`config.mk`:
```
export PLATFORM = sky130hd
export DESIGN_NAME = serial_cmd_port_change_detect
export DESIGN_NICKNAME = d
export VERILOG_FILES = /design/src/serial_cmd_pkg.sv /design/src/pin_sync.sv /design/src/serial_cmd_port_change_detect.sv
export SDC_FILE = /design/constraint.sdc
export NUM_CORES = 1
export LEC_CHECK = 0
export ABC_AREA = 1
export BUFFER_PORTS_ARGS = -buffer_cell sky130_fd_sc_hd__clkbuf_2
export CORE_ASPECT_RATIO = 1.75
export CORE_MARGIN = 4
export CORE_UTILIZATION = 52
export DETAILED_ROUTE_END_ITERATION = 12
export PLACE_DENSITY_LB_ADDON = 0.2
export SLEW_MARGIN = 20
export SYNTH_ARGS = -nofsm -noshare
export SYNTH_HDL_FRONTEND = slang
export SYNTH_SLANG_ARGS = --single-unit
```
`constraint.sdc`:
```
create_clock -name clk -period 2.5 [get_ports clk]
set_input_delay 0.625 -clock clk [delete_from_list [all_inputs] [get_ports clk]]
set_output_delay 0.625 -clock clk [all_outputs]
set_load 0.01 [all_outputs]
```
`src/serial_cmd_pkg.sv`:
```
/*
  Shared constants and types for the serial command port with change detect.
  Assumes a single 50 MHz system clock; serial pins are asynchronous to it.
*/
package serial_cmd_pkg;
  localparam int WORD_W = 16;
  localparam int WATCH_W = 7;
  localparam int SYNC_STAGES = 2;
  localparam int READ_BIT = 15;
  localparam int ADDR_HI = 14;
  localparam int ADDR_LO = 8;
  localparam int DATA_HI = 7;
  localparam logic [6:0] ADDR_NULL = 7'h00;
  localparam logic [6:0] ADDR_CONFIG = 7'h04;
  localparam logic [6:0] ADDR_MASK = 7'h06;
  localparam int CFG_RUN_BIT = 0;
  localparam int CFG_DETECT_BIT = 7;
  localparam logic [7:0] CONFIG_RESET = 8'h00;
  localparam logic [6:0] MASK_RESET = 7'h00;
  localparam logic [15:0] SHIFT_RESET = 16'h0000;

  typedef struct packed {
    logic sclk;
    logic din;
    logic cs_n;
  } serial_in_t;

  typedef struct packed {
    logic is_read;
    logic [6:0] addr;
    logic [7:0] data;
  } command_t;
endpackage : serial_cmd_pkg

```
`src/pin_sync.sv`:
```
/*
  Two-stage synchroniser for a bundle of asynchronous levels.
  Assumes inputs are free of glitches shorter than two clock periods.
*/
`timescale 1ns/100ps
`default_nettype none
module pin_sync #(
  parameter int WIDTH = 1
) (
  // Clock and reset
  input wire logic clk,
  input wire logic sys_rst,
  // Levels
  input wire logic [WIDTH-1:0] async_in,
  output logic [WIDTH-1:0] sync_out
);
  logic [WIDTH-1:0] meta_reg;

  // First stage is read only by the second stage
  always_ff @(posedge clk or posedge sys_rst) begin
    if (sys_rst) begin
      meta_reg <= '0;
      sync_out <= '0;
    end else begin
      meta_reg <= async_in;
      sync_out <= meta_reg;
    end
  end
endmodule : pin_sync
`default_nettype wire

```
`src/serial_cmd_port_change_detect.sv`:
```
/*
  Serial command front end with transition detection for seven watched pins.
  Assumes the serial clock is much slower than clk (160 ns period vs 20 ns)
  and that sys_rst stands for power-up reset.
*/
// Summary of operation
// - Input bit reappears at output 15.5 clocks later
// - Shift data in on serial clock rise
// - Chip select high leaves shift register unchanged except for read load
// - Chip select rise latches and executes word
// - Only last sixteen bits are kept
// - Read: bit 15 set, address in 14..8
// - Read loads register data into low byte
// - Power-up resets registers, enters shutdown
// - Any watched change gives one alert
// - Mask selects watched pins, any direction
// - Config write with enable reloads snapshot
// - Enable write arms and lowers alert
// - Armed mismatch latches alert high
// - Alert cleared only by mask access or enable write
// - Latching alert disarms until next enable
// - Word: address upper byte, data lower
// - Ignore serial activity outside chip select
// - Serial output always actively driven
`timescale 1ns/100ps
`default_nettype none
module serial_cmd_port_change_detect
  import serial_cmd_pkg::*;
(
  // Clock and reset
  input wire logic clk,
  input wire logic sys_rst,
  // Serial link pins
  input wire serial_cmd_pkg::serial_in_t serial_in,
  output logic serial_out,
  // Watched pins and alert
  input wire logic [serial_cmd_pkg::WATCH_W-1:0] watched_pins,
  output logic alert_pin,
  // Status
  output logic shutdown,
  output logic detect_armed,
  output logic [7:0] config_value,
  output logic [serial_cmd_pkg::WATCH_W-1:0] watch_mask
);
  import serial_cmd_pkg::*;

  logic [2:0] link_sync;
  logic [WATCH_W-1:0] pins_sync;
  logic sclk_prev_reg;
  logic cs_prev_reg;
  logic [WORD_W-1:0] shift_reg;
  logic [7:0] config_reg;
  logic [WATCH_W-1:0] mask_reg;
  logic [WATCH_W-1:0] snap_reg;
  logic armed_reg;
  logic alert_reg;

  // pins synchronised
  // Select enters inverted: a cleared synchroniser must read as idle,
  // else release of reset fakes a select rise and runs a stale word
  pin_sync #(.WIDTH(3 + WATCH_W)) u_sync (
    .clk(clk),
    .sys_rst(sys_rst),
    .async_in({serial_in.sclk, serial_in.din, ~serial_in.cs_n, watched_pins}),
    .sync_out({link_sync, pins_sync})
  );

  wire sclk_s = link_sync[2];
  wire din_s = link_sync[1];
  wire cs_n_s = ~link_sync[0];
  wire sclk_rise = sclk_s & ~sclk_prev_reg;
  wire sclk_fall = ~sclk_s & sclk_prev_reg;
  wire cs_rise = cs_n_s & ~cs_prev_reg;
  wire selected = ~cs_n_s;

  command_t cmd;
  assign cmd = command_t'(shift_reg);
  wire do_read = cs_rise & cmd.is_read;
  wire do_write = cs_rise & ~cmd.is_read;
  wire cfg_write = do_write & (cmd.addr == ADDR_CONFIG);
  wire mask_access = cs_rise & (cmd.addr == ADDR_MASK);
  wire arm_write = cfg_write & cmd.data[CFG_DETECT_BIT];
  wire [WATCH_W-1:0] diff = (pins_sync ^ snap_reg) & mask_reg;
  wire change_seen = armed_reg & (|diff);

  logic [7:0] read_data;
  always_comb begin
    unique case (cmd.addr)
      ADDR_CONFIG: read_data = config_reg;
      ADDR_MASK: read_data = {1'b0, mask_reg};
      default: read_data = 8'h00;
    endcase
  end

  always_ff @(posedge clk or posedge sys_rst) begin
    if (sys_rst) begin
      sclk_prev_reg <= 1'b0;
      cs_prev_reg <= 1'b1;
    end else begin
      sclk_prev_reg <= sclk_s;
      cs_prev_reg <= cs_n_s;
    end
  end

  // shift on rise only while selected
  always_ff @(posedge clk or posedge sys_rst) begin
    if (sys_rst) begin
      shift_reg <= SHIFT_RESET;
    end else if (do_read) begin
      // low byte replaced by register data
      shift_reg <= {shift_reg[WORD_W-1:DATA_HI+1], read_data};
    end else if (selected && sclk_rise) begin
      shift_reg <= {shift_reg[WORD_W-2:0], din_s};
    end
  end

  // output changes on falling edge, always driven
  always_ff @(posedge clk or posedge sys_rst) begin
    if (sys_rst) begin
      serial_out <= 1'b0;
    end else if (selected && sclk_fall) begin
      serial_out <= shift_reg[WORD_W-1];
    end
  end

  // execute latched word; reset means shutdown
  always_ff @(posedge clk or posedge sys_rst) begin
    if (sys_rst) begin
      config_reg <= CONFIG_RESET;
      mask_reg <= MASK_RESET;
    end else begin
      if (cfg_write) begin
        config_reg <= cmd.data;
      end
      if (do_write && cmd.addr == ADDR_MASK) begin
        mask_reg <= cmd.data[WATCH_W-1:0];
      end
    end
  end

  always_ff @(posedge clk or posedge sys_rst) begin
    if (sys_rst) begin
      snap_reg <= '0;
      armed_reg <= 1'b0;
      alert_reg <= 1'b0;
    end else begin
      if (arm_write) begin
        snap_reg <= pins_sync;
        armed_reg <= 1'b1;
        alert_reg <= 1'b0;
      end else begin
        if (cfg_write || change_seen) begin
          armed_reg <= 1'b0;
        end
        if (change_seen) begin
          alert_reg <= 1'b1;
        end else if (mask_access) begin
          alert_reg <= 1'b0;
        end
      end
    end
  end

  always_ff @(posedge clk or posedge sys_rst) begin
    if (sys_rst) begin
      alert_pin <= 1'b0;
      shutdown <= 1'b1;
      detect_armed <= 1'b0;
      config_value <= CONFIG_RESET;
      watch_mask <= MASK_RESET;
    end else begin
      alert_pin <= alert_reg;
      shutdown <= ~config_reg[CFG_RUN_BIT];
      detect_armed <= armed_reg;
      config_value <= config_reg;
      watch_mask <= mask_reg;
    end
  end

  a_alert_latches: assert property (@(posedge clk) disable iff (sys_rst)
    change_seen && !arm_write |=> alert_reg)
    else $error("alert not latched on change");
  a_alert_holds: assert property (@(posedge clk) disable iff (sys_rst)
    alert_reg && !mask_access && !arm_write |=> alert_reg)
    else $error("alert dropped without mask access");
  a_arm_snapshot: assert property (@(posedge clk) disable iff (sys_rst)
    arm_write |=> armed_reg && snap_reg == $past(pins_sync) && !alert_reg)
    else $error("arm write did not snapshot");
  a_oneshot_disarm: assert property (@(posedge clk) disable iff (sys_rst)
    change_seen && !arm_write |=> !armed_reg)
    else $error("detection stayed armed after change");
  a_idle_shift: assert property (@(posedge clk) disable iff (sys_rst)
    cs_n_s && !do_read |=> shift_reg == $past(shift_reg))
    else $error("shift changed while deselected");
  a_shift_in: assert property (@(posedge clk) disable iff (sys_rst)
    selected && sclk_rise |=> shift_reg[0] == $past(din_s))
    else $error("bit not shifted in");
  a_read_load: assert property (@(posedge clk) disable iff (sys_rst)
    do_read |=> shift_reg[7:0] == $past(read_data))
    else $error("read data not loaded");
  a_alert_pin: assert property (@(posedge clk) disable iff (sys_rst)
    alert_reg |=> alert_pin)
    else $error("alert pin not following latch");
  a_mask_write: assert property (@(posedge clk) disable iff (sys_rst)
    do_write && cmd.addr == ADDR_MASK |=> mask_reg == WATCH_W'($past(shift_reg)))
    else $error("mask write not executed");
endmodule : serial_cmd_port_change_detect
`default_nettype wire

```
==> flow_metrics.tcl, run 1 <==
set metrics [dict create \
    gp_congestion 0.832 \
    coreArea_um2 5590 \
    clkSlewWorstSetupHoldPaths_ps 70 \
    rsz0062_at_grt "no" \
    synth_nets 293 \
    path_class "reg -> reg" \
    fp-row-count 36 \
    p_comb_frac 0.159 \
    irDropWorstVdd_mv 0.630 \
    top_usage_layer "met2" \
    synthCells 281 \
    setup_viol 0 \
    yosysUniqueCellTypes 27 \
    status "completed" \
    p_leak_nw 1.73 \
    cp_top_family "simple AND/OR/NAND/NOR gates" \
    io_pins 31 \
    track_usage 0.176 \
    h-tree-depth 3 \
    synth_fa_ha_area_frac 0 \
    post_drt_wl_per_cell_um 13.3 \
    fillers 501 \
    fmax_ghz 0.616 \
    cts_root_buf "clkbuf_8" \
    area_delta_synth_final_pct 14.6 \
    clkLatencyLatePin_ps 350 \
    finalNetCount 330 \
    gr-usage-met1 0.205 \
    dr.pass1.iters 4 \
    synth.ff_latch_count 81 \
    die_w_um 65.5 \
    numCtsBuffers 9 \
    synth_area_leaders "dfrtp_1 (66%), nand2_1 (10%), o21ai_0 (4.8%)" \
    cts_tree "yes" \
    routed_wl_um 5300 \
    finalCritPeriodShare 0.650 \
    postCtsSetupRepairBufs 0 \
    synth.largest_area_cell "dfrtp_1" \
    maxCapViolCount 0 \
    relSlewSlack 0.576 \
    clkPwrFrac 0.316 \
    vias 1925 \
    antenna_found_initial 0 \
    die_h_um 109 \
    final_common_cell "nand2_1" \
    power_frac_seq 0.525 \
    use_met2 0.289 \
    largest_reg_flops 16 \
    layout_common_cells "nand2_1 (83), dfrtp_1 (79), inv_1 (33)" \
    crit_chain "inv_1 -> nand3_2 -> clkinv_4 -> nand2_2 -> inv_4 -> nand3_4 -> nor2_8 -> o21ai_0" \
    yosys.area.top_type_share 0.658 \
    switching_share 0.279 \
    path_max_fanout 18 \
    seq_area_frac_synth 0.675 \
    n_antenna_cell 0 \
    hold_buffers 0 \
    grt_util_met3 0.0593 \
    max_slew.worst_pin.slew_ps 635 \
    critPathSlowestCell "dfrtp_1" \
    synth_top_family_by_area "simple AND/OR/NAND/NOR gates" \
    cp.depth 8 \
    initial_utilization 0.538 \
    clkSinkCount 81 \
    drc 0 \
    grt_pass1_vias 1897 \
    critPathRequiredTime_ps 2720 \
    p_int_w 0.00233 \
    grt_pass1_wl_um 8940 \
    yosys.area_share.simple 0.183 \
    synth_compound_area_frac 0.0762 \
    dpl.hpwl_um 3800 \
    clockBufferDepth 2 \
    fin_setup_tns_ps 0 \
    holdPathStages 0 \
    ant_nets 0 \
    fin_skew_ps 6.98 \
    syn_area_um2 3010 \
    grt_max_degree 82 \
    drive_above_1_share 0.204 \
    worstSetupStartpointType "flip-flop" \
    cp_num_buf_inv 3 \
    dieArea_um2 7110 \
    power_switching_w 0.000903 \
    gr-total-overflow 0 \
    crit_path_max_incr_delay_ps 380 \
    syn_avg_cell_area_um2 10.7 \
    maxSlewViolCount 0 \
    drt_iter0_markers 134 \
    crit_path_end_kind "flip-flop" \
    timing.hold.ws_ps 350 \
    routed_via_density 4.82 \
    post_cts_resized 0 \
    holdCritPathClass "reg -> reg" \
    critPathArrivalTime_ps 1850 \
    rr_worst_depth 8 \
    port_buffers 30 \
    min_period_ps 1620 \
    hold_viol 0 \
    synthMuxAreaShare 0 \
    synthXorXnorAreaFrac 0 \
    power_density_nw_per_um2 939 \
    yosys_warnings 0 \
]
power groups by stage:
stage	sequential, W	clock [W]	combinational (W)
6_report	0.00170	0.00102	0.000513
4_1_cts	0.00170	0.00105	0.000531
3_5_place_dp	0.00173	0	0.000530
3_3_place_gp	0.00172	0	0.000515
5_1_grt	0.00174	0.00111	0.000596
2_1_floorplan	0.00173	0	0.000328
kinds of logic (layout without fill, tap and decap cells):
family | count (synthesis) | after routing
and+or+nand+nor | 117 | 117
DFF | 81 | 81
buffers and inverters | 42 | 84
AOI/OAI and AO/OA | 41 | 41
path summary, 6_finish.rpt:
kind / endpoint / slack [ps] / from
max: snap_reg[3]$_DFFE_PP0P_ / 880 / cmd[14]$_DFFE_PP0P_
min: u_sync.sync_out[4]$_DFF_PP0_ / 350 / u_sync.meta_reg[4]$_DFF_PP0_
max reg2reg: snap_reg[3]$_DFFE_PP0P_ / 880 / cmd[14]$_DFFE_PP0P_
min reg2reg: u_sync.sync_out[4]$_DFF_PP0_ / 350 / u_sync.meta_reg[4]$_DFF_PP0_
max in group asynchronous: shutdown$_DFF_PP1_ / 1780 / sys_rst
min in group asynchronous: snap_reg[5]$_DFFE_PP0P_ / 380 / sys_rst
cell type report:
cell class,instances,area [um^2],area share
flip-flops and latches,81,2030,0.589
clock inverters,5,78.8,0.0229
multi-input cells,158,779,0.226
inverters,37,150,0.0436
repair buffers,31,170,0.0494
clock buffers,11,141,0.0410
well taps,76,95.1,0.0276
routing by layer:
layer | wire length [um] | up-vias
li1 | - | 961
met1 | 2080 | 925
met2 | 2890 | 33
met3 | 232 | 6
met4 | 94 | 0
met5 | 0 | -
cells in the mapped netlist:
cell,n
nand4_1,1
clkbuf_1,2
nand2_2,5
nor2_1,5
nand3_1,16
o22ai_1,1
nor2_4,1
o21ai_2,2
o21ai_0,29
clkinv_4,1
nor3_4,1
nand2_1,83
nand3_2,1
nor2_2,1
nand4_4,1
inv_2,1
dfrtp_1,79
o211ai_1,6
o21ai_1,1
inv_1,34
nor2_8,1
inv_4,1
nand3_4,1
buf_6,2
a21oi_1,2
dfstp_2,2
buf_12,1
metrics by stage:
stage          power, W  cell area [um^2]  setup WS (ps)  cells   util
2_1_floorplan   0.00206              3010            953    281      -
6_report        0.00323              3440            875    399  0.617
5_1_grt         0.00344              3440            616    399  0.617
3_3_place_gp    0.00223              3220            880    383  0.577
3_5_place_dp    0.00226              3220            843    383  0.577
4_1_cts         0.00328              3440            839    399  0.617
No activity file was read; power rests on OpenSTA's default activity.
==> inputs of run 2 (changes only) <==
--- a/config.mk
+++ b/config.mk
@@ -9,7 +9,7 @@
 export BUFFER_PORTS_ARGS = -buffer_cell sky130_fd_sc_hd__clkbuf_2
 export CORE_ASPECT_RATIO = 1.75
 export CORE_MARGIN = 4
-export CORE_UTILIZATION = 52
+export CORE_UTILIZATION = 55
 export DETAILED_ROUTE_END_ITERATION = 12
 export PLACE_DENSITY_LB_ADDON = 0.2
 export SLEW_MARGIN = 20
==> constraint.sdc (replaced) <==
create_clock -name clk -period 1.6 [get_ports clk]
set_input_delay 0.4 -clock clk [delete_from_list [all_inputs] [get_ports clk]]
set_output_delay 0.4 -clock clk [all_outputs]
set_load 0.01 [all_outputs]
==> run 2 against run 1 <==
Against the previous run:
- register-to-register slack got worse by 740 ps
- utilization grew 4.1 points
- design area up 1.2%
- hold slack lost 210 ps
- critical endpoint is now snap_reg[4]$_DFFE_PP0P_
- critical path depth did not move
- highest routed layer unchanged
==> flow_metrics.tcl, run 2 (synthesis results as in run 1) <==
set metrics [dict create \
    p_leak_nw 1.76 \
    layout_common_cells "nand2_1 (83), dfrtp_1 (79), inv_1 (30), clkbuf_2 (30), o21ai_0 (29)" \
    stdcell_area_um2 3490 \
    dieArea_um2 6760 \
    routed_wl_um 5090 \
    track_usage 0.177 \
    fmax_ghz 0.681 \
    finalCritPeriodShare 0.918 \
    port_buffers 30 \
    cts_tree "yes" \
    routed_via_density 4.85 \
    io_pins 31 \
    max_slew.worst_pin.slew_ps 405 \
    area_delta_synth_final_pct 16.0 \
    fp-row-count 35 \
    power_density_nw_per_um2 1460 \
    maxCapViolCount 0 \
    fin_setup_tns_ps 0 \
    status "completed" \
    worstSetupStartpointType "flip-flop" \
    crit_path_max_incr_delay_ps 430 \
    drc 0 \
    h-tree-depth 3 \
    setup_viol 0 \
    holdCritPathClass "in -> async" \
    worstReg2RegEnd "snap_reg[4]$_DFFE_PP0P_" \
    dr.pass1.iters 4 \
    rr_worst_depth 8 \
    critPathRequiredTime_ps 1820 \
    grt_pass1_vias 1980 \
    largest_reg_flops 16 \
    endpoint "snap_reg[4]$_DFFE_PP0P_" \
    crit_path_end_kind "flip-flop" \
    antenna_found_initial 0 \
    irDropWorstVdd_mv 0.849 \
    clockBufferDepth 2 \
    gp_congestion 0.823 \
    critPathArrivalTime_ps 1690 \
    vias 1953 \
    finalNetCount 336 \
    clkSlewWorstSetupHoldPaths_ps 80 \
    die_h_um 106 \
    clkSinkCount 81 \
    die_w_um 63.9 \
    n_antenna_cell 0 \
    grt_pass1_wl_um 8980 \
    post_drt_wl_per_cell_um 12.6 \
    numCtsBuffers 9 \
    coreArea_um2 5300 \
    fillers 433 \
    ant_nets 0 \
    reg2reg_slack_ps 130 \
    initial_utilization 0.567 \
    grt_max_degree 82 \
    clkLatencyLatePin_ps 340 \
    path_max_fanout 14 \
    drt_iter0_markers 124 \
    crit_chain "inv_1 -> nand2_1 -> nor2_2 -> nand2_2 -> inv_4 -> nand3_4 -> nor2_8 -> o21ai_0" \
    critPathSlowestCell "dfrtp_1" \
    min_period_ps 1470 \
    relSlewSlack 0.730 \
    drive_above_1_share 0.228 \
    reg2reg_from "cmd[8]$_DFFE_PP0P_" \
    hold_buffers 0 \
    fin_skew_ps 8.08 \
    cts_root_buf "clkbuf_8" \
    worstSetupStartpoint "cmd[8]$_DFFE_PP0P_" \
    path_class "reg -> reg" \
    gr-total-overflow 0 \
    rsz0062_at_grt "no" \
    hold_viol 0 \
    final_common_cell "nand2_1" \
    place_area_um2 3250 \
    dpl.hpwl_um 3640 \
    maxSlewViolCount 0 \
]
## run 2: worst max-delay path, delay by kind of cell (launching register included)
family                 cells  cell delay (ps)
AO/OA/AOI/OAI              1              120
buffers and inverters      2              160
flip-flops                 1              430
AND/OR/NAND/NOR            5              640
## run 2: how the worst min path moves through the flow
stage                              endpoint  cells past startpoint
4_1_cts        u_sync.meta_reg[2]$_DFF_PP0_                      1
6_report            watch_mask[3]$_DFF_PP0_                      3
3_3_place_gp   u_sync.sync_out[8]$_DFF_PP0_                      0
5_1_grt        u_sync.meta_reg[3]$_DFF_PP0_                      1
3_5_place_dp   u_sync.sync_out[3]$_DFF_PP0_                      0
2_1_floorplan  u_sync.sync_out[0]$_DFF_PP0_                      0
## run 2: metrics by stage
step	hold WS, ps	total power [W]	std cells	setup slack [ps]	utilization
floorplan	331	0.00322	281	248	-
global placement	334	0.00350	385	154	0.614
detailed placement	336	0.00353	385	119	0.614
CTS	137	0.00513	401	108	0.655
global route	126	0.00542	403	8.83	0.658
finish	144	0.00508	403	131	0.658
## run 2: area by class of cell
class                      count  area [um^2]  area share
multi-input combinational    158          779       0.224
timing repair buffer          37          215      0.0617
clock buffer                  11          141      0.0405
sequential                    81         2030       0.582
inverter                      37          150      0.0431
clock inverter                 5         78.8      0.0226
tap                           74         92.6      0.0266
## run 2: report_power, final
part	total [W]	internal, W	leakage [nW]	switching (W)
registers	0.00266	0.00244	1.05	0.000223
clock network	0.00160	0.000919	0.113	0.000680
logic	0.000818	0.000302	0.594	0.000516
## run 2: repair_timing
action / CTS / global route
endpoints found under the setup margin: 0 / 4
buffers inserted: 0 / 2
resized for setup: 0 / 3
## run 2: per-layer routing
metal  wire (um)  global-route usage
met5           0                   0
met4         168               0.107
met1        2040               0.198
met3         202              0.0437
met2        2680               0.298
